**src/include/lcg_pkg.sv**
```systemverilog
package lcg_pkg;
  // register indices on the configuration port
  localparam logic [7:0] IDX_MEMCFG = 8'h00;
  localparam logic [7:0] IDX_WIDTH_AC = 8'h01;
  localparam logic [7:0] IDX_CG_LO = 8'h19;
  localparam logic [7:0] IDX_CG_HI = 8'h1A;
  // reset values
  localparam logic [7:0] MEMCFG_RESET = 8'h10;
  localparam logic [7:0] WIDTH_AC_RESET = 8'h00;
  localparam logic [7:0] CG_LO_RESET = 8'h00;
  localparam logic [7:0] CG_HI_RESET = 8'h00;
  // implemented bits; unimplemented ones read as zero
  localparam logic [7:0] MEMCFG_MASK = 8'h3F;
  localparam logic [7:0] WIDTH_AC_MASK = 8'h8F;
  // memory configuration field positions
  localparam int B_SRC = 0;
  localparam int B_RSV1 = 1;
  localparam int B_TALL = 2;
  localparam int B_DUAL = 3;
  localparam int B_ORG = 5;
  // glyph width / ac drive field positions
  localparam int B_AC = 7;
  localparam int W_LSB = 0;
  localparam int W_BITS = 4;
  // glyph geometry
  localparam int RAM_CHARS = 256;
  localparam logic [7:0] ROM_CHARS = 8'hA0;
  localparam logic [7:0] RAM_CHARS_WITH_ROM = 8'h40;
  localparam logic [4:0] ROM_ROWS = 5'h07;
  localparam logic [4:0] HEIGHT_SHORT = 5'h08;
  localparam logic [4:0] HEIGHT_TALL = 5'h10;
  localparam logic [4:0] SEG_PIX = 5'h08;
  localparam int AC_LINES = 16;
  localparam logic [1:0] BPP_1 = 2'h0;

  typedef struct packed {
    logic origin_comp_off;
    logic glyph_height_select;
    logic glyph_source_select;
    logic ac_inversion_select;
    logic [W_BITS-1:0] glyph_width_m1;
    logic [15:0] cg_start;
  } lcg_cfg_s;

  typedef struct packed {
    logic [$clog2(RAM_CHARS)-1:0] code;
    logic [3:0] row;
    logic seg;
    logic layer;
    logic graphics;
  } lcg_req_s;
endpackage : lcg_pkg

```
**src/rtl/lcg_ac_drive.sv**
```systemverilog
`timescale 1ns/1ps
module lcg_ac_drive import lcg_pkg::*; #(
  parameter int LINES = AC_LINES
) (
  // clock and reset
  input wire logic clk,
  input wire logic reset,
  // control
  input wire logic restart,
  input wire logic frame_mode,
  input wire logic line_stb,
  input wire logic frame_stb,
  // drive waveform
  output logic ac
);
  localparam int CW = (LINES < 2) ? 1 : $clog2(LINES);
  localparam logic [CW-1:0] LAST = CW'(LINES - 1);

  if (LINES < 2) begin : g_bad_lines
    $error("lcg_ac_drive: LINES must be at least 2");
  end

  logic [CW-1:0] cnt;

  always_ff @(posedge clk) begin
    if (reset || restart || frame_mode) begin
      cnt <= '0;
    end else if (line_stb) begin
      cnt <= (cnt == LAST) ? '0 : cnt + 1'b1;
    end
  end

  // frame mode toggles once a frame, so one full period spans two frames
  always_ff @(posedge clk) begin
    if (reset || restart) begin
      ac <= 1'b0;
    end else if (frame_mode ? frame_stb : (line_stb && cnt == LAST)) begin
      ac <= ~ac;
    end
  end

  property p_line_toggle;
    @(posedge clk) disable iff (reset)
    (line_stb && !frame_mode && !restart && cnt == LAST) |=> (ac != $past(ac));
  endproperty
  a_line_toggle: assert property (p_line_toggle) else $error("ac not toggled after line group");

  property p_line_hold;
    @(posedge clk) disable iff (reset)
    (!frame_mode && !restart && !(line_stb && cnt == LAST)) |=> $stable(ac);
  endproperty
  a_line_hold: assert property (p_line_hold) else $error("ac toggled inside line group");

  property p_frame_toggle;
    @(posedge clk) disable iff (reset)
    (frame_mode && frame_stb && !restart) |=> (ac != $past(ac));
  endproperty
  a_frame_toggle: assert property (p_frame_toggle) else $error("ac not toggled at frame");
endmodule : lcg_ac_drive

```
**src/rtl/lcg_char_config.sv**
```systemverilog
`timescale 1ns/1ps
// Summary of operation
// - with origin offset active, text glyphs appear one pixel row lower.
// - height select gives 8-row glyphs when clear, 16-row when set.
// - reserved bit 1 of memory configuration resets to zero.
// - source select takes glyphs from fixed ROM when clear, user RAM when set.
// - fixed ROM holds 160 unalterable glyphs of 5x7 pixels.
// - user RAM holds up to 256 glyphs at the two-register start address.
// - with ROM selected, user RAM is limited to 64 glyphs of 8x8.
// - while any user glyph RAM is in use, only 1 bpp is allowed.
// - ac select bit 7 picks line-based inversion when clear, frame-pair when set.
// - frame-pair mode gives an ac period of two frames.
// - line mode toggles ac polarity after every 16 scanned lines.
// - memory configuration write resets timing, disables display, may end power save.
// - origin offset control clear enables the offset, set disables it.
module lcg_char_config import lcg_pkg::*; #(
  parameter int AC_LINE_GROUP = AC_LINES
) (
  // clock and reset
  input wire logic CLK,
  input wire logic RESET,
  // register port
  input wire logic [7:0] REG_INDEX,
  input wire logic [7:0] REG_WDATA,
  input wire logic REG_WR,
  input wire logic REG_RD,
  output logic [7:0] REG_RDATA,
  // system events
  input wire logic INDIRECT_MODE,
  input wire logic POWER_SAVE_REQ,
  input wire logic DISPLAY_ON_REQ,
  input wire logic LINE_STROBE,
  input wire logic FRAME_STROBE,
  input wire logic [1:0] BPP_REQ,
  // configuration state
  output logic TIMING_RESET,
  output logic DISPLAY_ON,
  output logic POWER_SAVE,
  output logic AC_DRIVE,
  output logic [1:0] BPP_OUT,
  output logic PANEL_DUAL,
  output logic [4:0] GLYPH_HEIGHT,
  output logic [4:0] GLYPH_WIDTH,
  // glyph request
  input wire logic GLYPH_REQ,
  input wire logic [7:0] CHAR_CODE,
  input wire logic [3:0] GLYPH_ROW,
  input wire logic GLYPH_SEG,
  input wire logic GLYPH_LAYER,
  input wire logic GRAPHICS_MODE,
  // user glyph ram
  output logic RAM_RD,
  output logic [15:0] RAM_ADDR,
  input wire logic [7:0] RAM_DATA,
  // pixel output
  output logic PIX_VALID,
  output logic [7:0] PIX_BYTE,
  output logic PIX_LAYER
);
  if (AC_LINE_GROUP < 2) begin : g_bad_group
    $error("lcg_char_config: AC_LINE_GROUP must be at least 2");
  end

  logic [7:0] memcfg;
  logic [7:0] width_ac;
  logic [7:0] cg_lo;
  logic [7:0] cg_hi;
  logic wr_memcfg;
  logic ram_region_used;
  lcg_cfg_s cfg;
  lcg_req_s req;
  logic [7:0] rd_value;

  // glyph map results
  logic map_use_ram;
  logic [15:0] map_addr;
  logic [7:0] map_rom;
  logic map_row_ok;
  logic [7:0] map_mask;

  // first pipeline stage
  logic s1_valid;
  logic s1_use_ram;
  logic s1_row_ok;
  logic s1_layer;
  logic [7:0] s1_rom;
  logic [7:0] s1_mask;

  assign wr_memcfg = REG_WR && REG_INDEX == IDX_MEMCFG;

  always_comb begin
    cfg.origin_comp_off = memcfg[B_ORG];
    cfg.glyph_height_select = memcfg[B_TALL];
    cfg.glyph_source_select = memcfg[B_SRC];
    cfg.ac_inversion_select = width_ac[B_AC];
    cfg.glyph_width_m1 = width_ac[W_LSB +: W_BITS];
    cfg.cg_start = {cg_hi, cg_lo};
    req.code = CHAR_CODE;
    req.row = GLYPH_ROW;
    req.seg = GLYPH_SEG;
    req.layer = GLYPH_LAYER;
    req.graphics = GRAPHICS_MODE;
  end

  // configuration storage; unimplemented bits never stored
  always_ff @(posedge CLK) begin
    if (RESET) begin
      memcfg <= MEMCFG_RESET;
    end else if (wr_memcfg) begin
      memcfg <= REG_WDATA & MEMCFG_MASK;
    end
  end

  always_ff @(posedge CLK) begin
    if (RESET) begin
      width_ac <= WIDTH_AC_RESET;
    end else if (REG_WR && REG_INDEX == IDX_WIDTH_AC) begin
      width_ac <= REG_WDATA & WIDTH_AC_MASK;
    end
  end

  always_ff @(posedge CLK) begin
    if (RESET) begin
      cg_lo <= CG_LO_RESET;
      cg_hi <= CG_HI_RESET;
    end else if (REG_WR && REG_INDEX == IDX_CG_LO) begin
      cg_lo <= REG_WDATA;
    end else if (REG_WR && REG_INDEX == IDX_CG_HI) begin
      cg_hi <= REG_WDATA;
    end
  end

  always_comb begin
    case (REG_INDEX)
      IDX_MEMCFG: rd_value = memcfg;
      IDX_WIDTH_AC: rd_value = width_ac;
      IDX_CG_LO: rd_value = cg_lo;
      IDX_CG_HI: rd_value = cg_hi;
      default: rd_value = 8'h00;
    endcase
  end

  always_ff @(posedge CLK) begin
    if (RESET) begin
      REG_RDATA <= 8'h00;
    end else if (REG_RD) begin
      REG_RDATA <= rd_value;
    end
  end

  // side effects of a memory configuration write
  always_ff @(posedge CLK) begin
    if (RESET) begin
      TIMING_RESET <= 1'b0;
    end else begin
      TIMING_RESET <= wr_memcfg;
    end
  end

  // a request arriving with the write wins, so it is not lost
  always_ff @(posedge CLK) begin
    if (RESET) begin
      DISPLAY_ON <= 1'b0;
    end else if (DISPLAY_ON_REQ) begin
      DISPLAY_ON <= 1'b1;
    end else if (wr_memcfg) begin
      DISPLAY_ON <= 1'b0;
    end
  end

  always_ff @(posedge CLK) begin
    if (RESET) begin
      POWER_SAVE <= 1'b0;
    end else if (POWER_SAVE_REQ) begin
      POWER_SAVE <= 1'b1;
    end else if (wr_memcfg && INDIRECT_MODE) begin
      POWER_SAVE <= 1'b0;
    end
  end

  // any user glyph fetch marks ram in use until the next reconfiguration; a fetch in that cycle wins
  always_ff @(posedge CLK) begin
    if (RESET) begin
      ram_region_used <= 1'b0;
    end else begin
      ram_region_used <= (ram_region_used && !wr_memcfg) || (GLYPH_REQ && map_use_ram);
    end
  end

  always_ff @(posedge CLK) begin
    if (RESET) begin
      BPP_OUT <= BPP_1;
    end else begin
      BPP_OUT <= (cfg.glyph_source_select || ram_region_used) ? BPP_1 : BPP_REQ;
    end
  end

  always_ff @(posedge CLK) begin
    if (RESET) begin
      PANEL_DUAL <= 1'b0;
      GLYPH_HEIGHT <= HEIGHT_SHORT;
      GLYPH_WIDTH <= 5'h01;
    end else begin
      PANEL_DUAL <= memcfg[B_DUAL];
      GLYPH_HEIGHT <= cfg.glyph_height_select ? HEIGHT_TALL : HEIGHT_SHORT;
      GLYPH_WIDTH <= {1'b0, cfg.glyph_width_m1} + 5'h01;
    end
  end

  lcg_ac_drive #(
    .LINES(AC_LINE_GROUP)
  ) u_ac (
    .clk(CLK),
    .reset(RESET),
    .restart(TIMING_RESET),
    .frame_mode(cfg.ac_inversion_select),
    .line_stb(LINE_STROBE),
    .frame_stb(FRAME_STROBE),
    .ac(AC_DRIVE)
  );

  lcg_glyph_map u_map (
    .cfg(cfg),
    .req(req),
    .use_ram(map_use_ram),
    .ram_addr(map_addr),
    .rom_bits(map_rom),
    .row_ok(map_row_ok),
    .mask(map_mask)
  );

  // stage one: issue the user ram read, hold fixed glyph bits
  always_ff @(posedge CLK) begin
    if (RESET) begin
      s1_valid <= 1'b0;
      RAM_RD <= 1'b0;
    end else begin
      s1_valid <= GLYPH_REQ;
      RAM_RD <= GLYPH_REQ && map_use_ram && map_row_ok;
    end
  end

  always_ff @(posedge CLK) begin
    if (RESET) begin
      RAM_ADDR <= 16'h0000;
      s1_use_ram <= 1'b0;
      s1_row_ok <= 1'b0;
      s1_layer <= 1'b0;
      s1_rom <= 8'h00;
      s1_mask <= 8'h00;
    end else if (GLYPH_REQ) begin
      RAM_ADDR <= map_addr;
      s1_use_ram <= map_use_ram;
      s1_row_ok <= map_row_ok;
      s1_layer <= GLYPH_LAYER;
      s1_rom <= map_rom;
      s1_mask <= map_mask;
    end
  end

  // stage two: ram data is sampled in the same cycle that the read strobe is high
  always_ff @(posedge CLK) begin
    if (RESET) begin
      PIX_VALID <= 1'b0;
      PIX_BYTE <= 8'h00;
      PIX_LAYER <= 1'b0;
    end else begin
      PIX_VALID <= s1_valid;
      PIX_LAYER <= s1_layer;
      if (s1_valid) begin
        PIX_BYTE <= (s1_use_ram ? RAM_DATA : s1_rom) & s1_mask & {8{s1_row_ok}};
      end
    end
  end

  property p_reserved_reset;
    @(posedge CLK) $past(RESET) |-> (memcfg == MEMCFG_RESET && !memcfg[B_RSV1]);
  endproperty
  a_reserved_reset: assert property (p_reserved_reset) else $error("memcfg reset value wrong");
  // a back to back write legally restarts the pulse
  property p_write_effects;
    @(posedge CLK) disable iff (RESET)
    (wr_memcfg && !DISPLAY_ON_REQ) |=> (TIMING_RESET && !DISPLAY_ON) ##1 (TIMING_RESET == $past(wr_memcfg));
  endproperty
  a_write_effects: assert property (p_write_effects) else $error("memcfg write side effects missing");
  property p_power_exit;
    @(posedge CLK) disable iff (RESET)
    (wr_memcfg && INDIRECT_MODE && !POWER_SAVE_REQ) |=> !POWER_SAVE;
  endproperty
  a_power_exit: assert property (p_power_exit) else $error("power save not ended");
  property p_readback;
    @(posedge CLK) disable iff (RESET)
    (REG_WR && REG_INDEX == IDX_WIDTH_AC) ##1 !REG_WR ##1 (REG_RD && !REG_WR && REG_INDEX == IDX_WIDTH_AC)
    |=> REG_RDATA == ($past(REG_WDATA, 3) & WIDTH_AC_MASK);
  endproperty
  a_readback: assert property (p_readback) else $error("register readback mismatch");
  property p_short_height;
    @(posedge CLK) disable iff (RESET)
    (GLYPH_REQ && cfg.glyph_source_select && !cfg.glyph_height_select && GLYPH_ROW >= 4'h9)
    |-> ##2 (PIX_VALID && PIX_BYTE == 8'h00);
  endproperty
  a_short_height: assert property (p_short_height) else $error("row beyond short height shown");
  property p_origin_row;
    @(posedge CLK) disable iff (RESET)
    (GLYPH_REQ && !cfg.origin_comp_off && GLYPH_ROW == 4'h0) |-> ##2 (PIX_BYTE == 8'h00);
  endproperty
  a_origin_row: assert property (p_origin_row) else $error("top row not blank under offset");
  property p_graphics_field;
    @(posedge CLK) disable iff (RESET)
    (GLYPH_REQ && GRAPHICS_MODE && GLYPH_SEG) |-> ##2 (PIX_BYTE == 8'h00);
  endproperty
  a_graphics_field: assert property (p_graphics_field) else $error("graphics excess width shown");
  property p_second_seg;
    @(posedge CLK) disable iff (RESET)
    (GLYPH_REQ && !GRAPHICS_MODE && GLYPH_SEG && cfg.glyph_width_m1 == 4'h8)
    |-> ##2 (PIX_BYTE[6:0] == 7'h00);
  endproperty
  a_second_seg: assert property (p_second_seg) else $error("pixels past width shown");
  property p_ram_source;
    @(posedge CLK) disable iff (RESET)
    (GLYPH_REQ && cfg.glyph_source_select && map_row_ok) |=> (RAM_RD && RAM_ADDR == $past(map_addr));
  endproperty
  a_ram_source: assert property (p_ram_source) else $error("user ram not read");
  property p_rom_limit;
    @(posedge CLK) disable iff (RESET)
    (GLYPH_REQ && !cfg.glyph_source_select && CHAR_CODE >= 8'hE0) |=> !RAM_RD ##1 (PIX_BYTE == 8'h00);
  endproperty
  a_rom_limit: assert property (p_rom_limit) else $error("ram glyph beyond limit used");
  property p_one_bpp;
    @(posedge CLK) disable iff (RESET)
    cfg.glyph_source_select |=> (BPP_OUT == BPP_1);
  endproperty
  a_one_bpp: assert property (p_one_bpp) else $error("depth not forced to 1 bpp");
endmodule : lcg_char_config

```
**src/rtl/lcg_glyph_map.sv**
```systemverilog
`timescale 1ns/1ps
module lcg_glyph_map import lcg_pkg::*; (
  // configuration and request
  input wire lcg_cfg_s cfg,
  input wire lcg_req_s req,
  // results
  output logic use_ram,
  output logic [15:0] ram_addr,
  output logic [7:0] rom_bits,
  output logic row_ok,
  output logic [7:0] mask
);
  function automatic logic [7:0] msb_mask(input logic [4:0] n);
    return (n >= SEG_PIX) ? 8'hFF : ~(8'hFF >> n);
  endfunction : msb_mask

  // fixed pattern standing in for the mask-programmed glyph set
  function automatic logic [4:0] rom_row(input logic [7:0] code, input logic [3:0] row);
    return code[4:0] ^ {row, 1'b1} ^ {2'h0, code[7:5]};
  endfunction : rom_row

  logic origin_on;
  logic top_blank;
  logic is_rom;
  logic ram_ok;
  logic tall_ram;
  logic [3:0] eff_row;
  logic [7:0] slot;
  logic [4:0] row_lim;
  logic [4:0] width;
  logic [4:0] seg_pix;

  always_comb begin
    origin_on = !cfg.origin_comp_off;
    eff_row = origin_on ? req.row - 4'h1 : req.row;
    top_blank = origin_on && req.row == 4'h0;
    is_rom = !cfg.glyph_source_select && req.code < ROM_CHARS;
    slot = cfg.glyph_source_select ? req.code : req.code - ROM_CHARS;
    ram_ok = cfg.glyph_source_select || (!is_rom && slot < RAM_CHARS_WITH_ROM);
    tall_ram = cfg.glyph_source_select && cfg.glyph_height_select;
    row_lim = is_rom ? ROM_ROWS : (tall_ram ? HEIGHT_TALL : HEIGHT_SHORT);
    row_ok = !top_blank && {1'b0, eff_row} < row_lim && (is_rom || ram_ok);
    use_ram = !is_rom && ram_ok;
    ram_addr = cfg.cg_start + (tall_ram ? {4'h0, slot, 4'h0} : {5'h00, slot, 3'h0})
               + {12'h000, eff_row};
    rom_bits = {rom_row(req.code, eff_row), 3'h0};
    // graphics mode always uses an eight pixel field
    width = req.graphics ? SEG_PIX : {1'b0, cfg.glyph_width_m1} + 5'h01;
    if (req.seg) begin
      seg_pix = (width > SEG_PIX) ? width - SEG_PIX : 5'h00;
    end else begin
      seg_pix = (width > SEG_PIX) ? SEG_PIX : width;
    end
    mask = msb_mask(seg_pix);
  end
endmodule : lcg_glyph_map

```
**config.mk**
```make
export PLATFORM = sky130hd
export DESIGN_NAME = lcg_char_config
export DESIGN_NICKNAME = d
export VERILOG_FILES = /design/src/include/lcg_pkg.sv /design/src/rtl/lcg_ac_drive.sv /design/src/rtl/lcg_char_config.sv /design/src/rtl/lcg_glyph_map.sv
export SDC_FILE = /design/constraint.sdc
export NUM_CORES = 1
export LEC_CHECK = 0
export ABC_AREA = 0
export BUFFER_PORTS_ARGS = -buffer_cell sky130_fd_sc_hd__clkbuf_2
export CAP_MARGIN = 30
export CORE_ASPECT_RATIO = 0.9
export CORE_UTILIZATION = 25
export DETAILED_ROUTE_END_ITERATION = 8
export GPL_TIMING_DRIVEN = 0
export PLACE_DENSITY = 0.51
export SKIP_CTS_REPAIR_TIMING = 1
export SLEW_MARGIN = 0
export SYNTH_ARGS = -nofsm -noshare
export SYNTH_HDL_FRONTEND = slang
export SYNTH_SLANG_ARGS = --single-unit
```
**constraint.sdc**
```tcl
create_clock -name CLK -period 8.36 [get_ports CLK]
set_clock_uncertainty 0.15 [all_clocks]
set_input_delay 0.836 -clock CLK [delete_from_list [all_inputs] [get_ports CLK]]
set_output_delay 0.836 -clock CLK [all_outputs]
set_load 0.005 [all_outputs]
```
==> run_results.csv, run 1 <==
group,metric,value,unit
outcome,outcome,"finished, violations left",
outcome,failed_checks,"DRC",
place,gp_congestion,0.839,
route,ant_nets,0,
sta,tightest_slew,0.978,ns
sta,rsz0062_at_grt,"no",
route,avgViaCountPerCell,4.71,
synth,synth_area,0.00506,mm^2
clocking,cts_tree,"done",
die,die-area,0.0208,mm^2
sta,drv_slew,0,
pwr,seq_power_share,44.1,%
synth,postSynthCellCount,589,
run,drv_cap,0,
worst_setup_path,crit_path_max_incr_delay,0.61,ns
finish,finish.utilization,31.9,%
synth,synth_area_per_cell,8.59,um^2
die,rows,48,
route,num_vias,4490,
clocking,clk_pin_slew,0.07,ns
pwr,leakage,0.00264,uW
clocking,clockBufferDepth,2,
finish,final_cell_area,0.00622,mm^2
global_route,grt_max_degree,16,
sta,setup_violations,0,
synth,ys_seq_area_share,38.8,%
pwr,switching_power,271,uW
worst_setup_path,cp_max_fo,5,
worst_setup_path,endpoint_kind,"flip-flop",
clocking,cts.sinks,98,
finish,diodes,0,
finish,areaGrowthSynthToFinish,22.9,%
global_route,first_global_vias,4323,
worst_setup_path,path_delay_family,"adder cells",
clocking,clkLatencyLatePin,0.36,ns
clocking,root_buffer,"clkbuf_16",
sta,post-route-period-util,43.0,%
pwr,combPwrFrac,11.2,%
finish,drive_above_1_share,19.6,%
worst_setup_path,path_cells,"clkbuf_2, inv_1, ha_1, mux2i_1, ha_1, ha_1, inv_1, fa_1, inv_1, a21o_1, a211oi_2, o21ai_0, or4b_2, o211ai_1",
worst_setup_path,crit_buf_inv,4,
sta,period_minus_slack,3.60,ns
pwr,switching_share,24.3,%
synth,ys_seq_elements,98,
worst_setup_path,ff2ff_path_depth,11,
place,io_buffers,97,
route,firstDrtPassIters,6,
worst_setup_path,reg2reg_to,"RAM_ADDR[15]$_SDFFE_PP0P_",
sta,hold_viol_final,0,
synth,synth_edf_count,0,
route,drc_errors,16,
worst_hold_path,min_path_type,"flip-flop to flip-flop",
route,wire_per_inst,16.3,um
route,drtIter0Drc,265,
pwr,p_int,843,uW
worst_hold_path,hold_start,"s1_layer$_SDFFE_PP0P_",
global_route,overflow,0,
global_route,grt.total_usage,15.4,%
synth,synth_warnings,0,
worst_setup_path,timing.rr.start,"memcfg[2]$_SDFFE_PP0P_",
place,placed_area,0.00586,mm^2
sta,tns,0,ns
die,ioPinCount,103,
worst_setup_path,critPathKind,"input pin to flip-flop",
sta,timing.hold.ws,0.314,ns
global_route,antenna_found_initial,0,
synth,async_flop_share,0,%
synth,synth_cell_types,57,
die,dieHeight,137,um
place,dp.final_hpwl,12000,um
finish,fin_nets,782,
synth,ys.flop_type,"dfxtp_1",
worst_hold_path,holdPathEnd,"PIX_LAYER$_SDFF_PP0_",
die,start_util,25.9,%
clocking,cts_made_buffers,9,
pwr,clkPwrFrac,44.7,%
worst_setup_path,crit_cells,14,
worst_hold_path,holdPathStages,1,
worst_setup_path,crit_slowest_cell,"or4b_2",
global_route,grt_pass1_wl,24300,um
route,wl,15500,um
sta,max_slew_margin,34.3,%
die,fp.coreArea,0.0195,mm^2
worst_setup_path,r2r_slack,4.82,ns
worst_setup_path,crit_path_start,"GLYPH_ROW[0]",
worst_setup_path,cp_data_arrival_time,3.73,ns
finish,n_fill_cell,2108,
worst_setup_path,cp-start-kind,"input pin",
pwr,ir_drop,0.0787,mV
clocking,cts_max_level,3,
sta,timing.fmax,0.278,GHz
pwr,power.total,1110,uW
die,die_width,152,um
pwr,power_density,179,mW/mm^2
worst_setup_path,required,8.49,ns
## cells in the final DEF (no fill, tap or decap), drive strengths merged, types with 3 or more instances in the layout
| cell type | synthesis | routed |
|---|---|---|
| clkbuf | 20 | 129 |
| dfxtp | 98 | 98 |
| nor2 | 73 | 73 |
| nand2 | 55 | 55 |
| a21oi | 47 | 47 |
| nand3 | 32 | 32 |
| ha | 31 | 31 |
| mux2i | 25 | 25 |
| xnor2 | 20 | 20 |
| o21ai | 19 | 19 |
| inv | 13 | 13 |
| xor2 | 10 | 10 |
| nor3 | 10 | 10 |
| a211oi | 10 | 10 |
| buf | 10 | 10 |
| nand2b | 9 | 9 |
| mux2 | 9 | 9 |
| a22o | 9 | 9 |
| nor2b | 8 | 8 |
| and3 | 7 | 7 |
| or3 | 7 | 7 |
| a22oi | 7 | 7 |
| o22ai | 6 | 6 |
| nand4 | 6 | 6 |
| and2 | 6 | 6 |
| a21o | 4 | 4 |
| nor3b | 4 | 4 |
| nor4 | 3 | 3 |
| a31oi | 3 | 3 |
| or4b | 3 | 3 |
| o21bai | 3 | 3 |
| a32oi | 3 | 3 |
| conb | 1 | 3 |
| bufinv | 0 | 3 |
## worst max path at each step
| stage | to | slack (ns) |
|---|---|---|
| 6_report | RAM_ADDR[11]$_SDFFE_PP0P_ | 4.76 |
| 5_1_grt | RAM_ADDR[13]$_SDFFE_PP0P_ | 4.48 |
| 4_1_cts | RAM_ADDR[13]$_SDFFE_PP0P_ | 4.74 |
| 3_5_place_dp | RAM_ADDR[11]$_SDFFE_PP0P_ | 4.42 |
| 3_3_place_gp | RAM_ADDR[13]$_SDFFE_PP0P_ | 4.43 |
| 2_1_floorplan | RAM_ADDR[11]$_SDFFE_PP0P_ | 4.85 |
## layer usage
metal | GRT usage, % | part of all wire (%) | vias up | wire, um
met5 | 0 | 0 | - | 0
met4 | 4.08 | 1.1 | 0 | 170
met3 | 3.77 | 5.2 | 16 | 815
met2 | 24.9 | 45 | 108 | 6980
met1 | 20.4 | 49 | 2061 | 7570
li1 | - | - | 2305 | -
## registers in the layout (all words and copies together), names as in the netlist, 2 cells and up
name,flops
RAM_ADDR,16
memcfg,6
PIX_BYTE,8
s1_mask,8
GLYPH_WIDTH,5
u_ac.cnt,4
width_ac,5
BPP_OUT,2
cg_hi,8
cg_lo,8
REG_RDATA,8
GLYPH_HEIGHT,2
s1_rom,5
## kinds of logic (layout without fill, tap and decap cells)
family | Yosys count | count (layout) | synth area share (%)
xor gates and xnor gates | 30 | 30 | 5.20
buffers and inverters | 44 | 157 | 3.71
adders and majority gates | 32 | 32 | 8.07
DFF | 98 | 98 | 38.8
AOI/OAI and AO/OA | 123 | 123 | 15.7
muxes | 34 | 34 | 6.95
other | 1 | 3 | 0.0741
and+or+nand+nor | 227 | 227 | 21.5
## cell usage after synthesis, types with 2 or more instances
| master | number | share of area, % |
|---|---|---|
| clkbuf_1 | 20 | 1.5 |
| nand3_1 | 32 | 3.2 |
| o21a_1 | 2 | 0.30 |
| a31oi_1 | 3 | 0.37 |
| dfxtp_1 | 98 | 39 |
| o21bai_1 | 3 | 0.45 |
| a22o_1 | 9 | 1.6 |
| mux2_2 | 9 | 2.0 |
| a21o_1 | 4 | 0.59 |
| or4b_2 | 3 | 0.59 |
| nand4_1 | 6 | 0.74 |
| xnor2_1 | 20 | 3.5 |
| nand2_1 | 55 | 4.1 |
| nor2b_1 | 8 | 0.99 |
| ha_1 | 31 | 7.7 |
| a211oi_1 | 7 | 1.0 |
| inv_1 | 13 | 0.96 |
| o22ai_1 | 6 | 0.74 |
| nor3b_1 | 3 | 0.45 |
| a22oi_1 | 6 | 0.89 |
| nor2_1 | 72 | 5.3 |
| nor4_1 | 3 | 0.37 |
| or3_1 | 7 | 0.87 |
| nand2b_1 | 9 | 1.1 |
| a21oi_1 | 47 | 4.7 |
| buf_1 | 5 | 0.37 |
| and3_1 | 7 | 0.87 |
| a32oi_1 | 3 | 0.52 |
| o21ai_0 | 19 | 1.9 |
| mux2i_1 | 25 | 4.9 |
| nor3_1 | 10 | 0.99 |
| buf_4 | 4 | 0.59 |
| and2_1 | 4 | 0.49 |
| xor2_1 | 10 | 1.7 |
| a211oi_2 | 3 | 0.74 |
| o22a_1 | 2 | 0.35 |
## metrics by stage
| step | instances | worst slack [ns] |
|---|---|---|
| 2_1_floorplan | 591 | 4.85 |
| 5_1_grt | 954 | 4.48 |
| 3_3_place_gp | 938 | 4.43 |
| 4_1_cts | 954 | 4.74 |
| 6_report | 954 | 4.76 |
| 3_5_place_dp | 938 | 4.42 |
## layout make-up
type / instances / area, um^2 / area share [%]
Tap cell: 250 / 313 / 5.03
Buffer: 30 / 135 / 2.17
Multi-Input combinational cell: 449 / 2920 / 46.9
Sequential cell: 98 / 1960 / 31.6
Clock inverter: 4 / 97.6 / 1.57
Timing Repair Buffer: 97 / 485 / 7.81
Inverter: 14 / 52.6 / 0.845
Clock buffer: 12 / 256 / 4.13
## power by group through the flow
stage | clock network (uW) | registers [uW] | logic [uW]
final | 498 | 492 | 124
after global routing | 525 | 493 | 140
after CTS | 511 | 492 | 126
after detailed placement | 0 | 502 | 125
after global placement | 0 | 502 | 125
after floorplan | 0 | 501 | 75.4
## worst reg2reg max path, cell delays in order, from the launching register on
cell	delay, ns
dfxtp_1	0.31
clkbuf_1	0.40
nand2_1	0.25
mux2_2	0.33
ha_1	0.18
ha_1	0.34
a21oi_1	0.31
nor2_1	0.09
a2111oi_0	0.42
o22ai_1	0.22
or3_1	0.40
nand3_1	0.10
Note: power is estimated with default switching activity, not from simulation.
==> inputs of run 2 (changes only) <==
clock period = 3.5 ns   (was 8.36 ns; I/O delays follow)
==> run 2 against run 1 <==
The flow still finishes with violations (DRC). Sequential share of layout area hardly changed. Hold slack worse by 0.26 ns. Sequential power is 140% higher. Register-to-register slack worse by 4.5 ns. Routed wire length hardly changed. Via count is 0.27% higher. Global-route usage stayed put. Utilization stayed put. Die area stayed put. Sequential cell count stayed put. Combinational power is 140% higher. Total power is 140% higher. Critical path type is now flip-flop to flip-flop. Critical endpoint is now RAM_ADDR[15]$_SDFFE_PP0P_. Largest power group unchanged.
==> run_results.csv, run 2 (synthesis gave the netlist of run 1 again) <==
group,metric,value,unit
outcome,outcome,"finished, violations left",
outcome,failed_checks,"DRC",
worst_setup_path,cp_max_fo,10,
clocking,clkLatencyLatePin,0.36,ns
clocking,cts_made_buffers,9,
worst_hold_path,min_path_type,"input pin to flip-flop",
worst_setup_path,required,3.65,ns
finish,final_cell_area,0.00622,mm^2
route,wire_per_inst,16.3,um
finish,layoutNonFillerInstCount,952,
global_route,overflow,0,
route,drtIter0Drc,277,
sta,max_slew_margin,34.2,%
pwr,combPwrFrac,11.2,%
finish,multi_input_area,0.00292,mm^2
finish,final_common_cell,"clkbuf_2",
clocking,cts_tree,"done",
finish,top_register,"RAM_ADDR",
place,dp.final_hpwl,12000,um
sta,hold_viol_final,0,
die,rows,48,
finish,seqCellArea,0.00196,mm^2
sta,tightest_slew,0.979,ns
global_route,first_global_vias,4323,
die,fp.coreArea,0.0195,mm^2
clocking,clk_pin_slew,0.07,ns
die,die-area,0.0208,mm^2
pwr,power.total,2660,uW
route,firstDrtPassIters,6,
global_route,antenna_found_initial,0,
route,drc_errors,16,
route,num_vias,4502,
pwr,power_density,428,mW/mm^2
worst_setup_path,path_delay_family,"compound AO/OA/AOI/OAI gates",
worst_setup_path,crit_path_max_incr_delay,0.41,ns
global_route,grt.total_usage,15.4,%
die,ioPinCount,103,
worst_setup_path,cp_data_arrival_time,3.36,ns
finish,mostFrequentLayoutCells,"98 x clkbuf_2, 96 x dfxtp_1, 72 x nor2_1",
sta,post-route-period-util,91.7,%
place,dp_cells,938,
pwr,p_int,2020,uW
clocking,cts_max_level,3,
sta,drv_slew,0,
pwr,clkPwrFrac,44.7,%
pwr,seq_power_share,44.1,%
worst_setup_path,crit_buf_inv,1,
place,placed_area,0.00586,mm^2
worst_setup_path,critPathKind,"flip-flop to flip-flop",
place,io_buffers,97,
die,dieHeight,137,um
finish,fin_nets,780,
global_route,grt_max_degree,16,
route,avgViaCountPerCell,4.73,
finish,finish.utilization,31.9,%
finish,diodes,0,
worst_setup_path,endpoint_kind,"flip-flop",
pwr,switching_share,24.3,%
worst_setup_path,path_cells,"clkbuf_2, mux2i_1, ha_1, ha_1, a21oi_1, nor2_1, a2111oi_0, o22ai_1, or3_1, nand3_1",
sta,period_minus_slack,3.21,ns
finish,largest_reg_flops,16,
worst_setup_path,crit_slowest_cell,"a2111oi_0",
sta,timing.fmax,0.312,GHz
pwr,leakage,0.00264,uW
route,wl,15500,um
worst_setup_path,crit_top_cell,"ha_1",
place,place_ws,-0.00893,ns
finish,areaGrowthSynthToFinish,22.9,%
clocking,cts.sinks,98,
worst_setup_path,cp-start-kind,"flip-flop",
finish,drive_above_1_share,20.2,%
die,die_width,152,um
clocking,root_buffer,"clkbuf_16",
sta,rsz0062_at_grt,"no",
run,drv_cap,0,
die,start_util,25.9,%
sta,fin_ws,0.290,ns
place,gp_congestion,0.839,
finish,n_fill_cell,2104,
global_route,grt_pass1_wl,24300,um
pwr,ir_drop,0.187,mV
route,ant_nets,0,
clocking,clockBufferDepth,2,
pwr,switching_power,648,uW
sta,setup_violations,0,
-- run 2: through the flow --
step	setup TNS, ns	hold WS (ns)
after floorplan	0	0.282
after global placement	-0.0694	0.307
after detailed placement	-0.0179	0.308
after CTS	-0.106	0.0371
after global routing	0	0.0461
final	0	0.0514
-- run 2: final timing paths --
| check | startpoint | endpoint | slack [ns] | cells after the start |
|---|---|---|---|---|
| max | memcfg[0]$_SDFFE_PP0P_ | RAM_ADDR[15]$_SDFFE_PP0P_ | 0.29 | 10 |
| min | POWER_SAVE_REQ | POWER_SAVE$_SDFFE_PP0P_ | 0.05 | 3 |
| max reg2reg | memcfg[0]$_SDFFE_PP0P_ | RAM_ADDR[15]$_SDFFE_PP0P_ | 0.29 | 10 |
| min reg2reg | s1_layer$_SDFFE_PP0P_ | PIX_LAYER$_SDFF_PP0_ | 0.31 | 1 |
-- run 2: metal layers --
layer	track usage (%)	up-vias	wire (um)
li1	-	2300	-
met4	4.08	0	154
met2	24.9	95	7010
met1	20.4	2093	7640
met3	3.77	14	724
met5	0	-	0
-- run 2: worst min-delay path: stages --
cell and delay, ns:
clkbuf_2 0.07, a21oi_1 0.03, nor2_1 0.06
-- run 2: area by class of cell --
cell class | count | area share (%)
inverters | 14 | 0.845
clock buffers | 12 | 4.13
plain buffers | 28 | 2.07
clock inverters | 4 | 1.57
flip-flops and latches | 98 | 31.6
well taps | 250 | 5.03
multi-input cells | 449 | 47.0
repair buffers | 97 | 7.81
-- run 2: power groups by stage --
stage | clock network (uW) | logic (uW) | registers (uW)
2_1_floorplan | 0 | 180 | 1200
3_5_place_dp | 0 | 299 | 1200
5_1_grt | 1250 | 336 | 1180
3_3_place_gp | 0 | 298 | 1200
4_1_cts | 1220 | 301 | 1170
6_report | 1190 | 298 | 1170
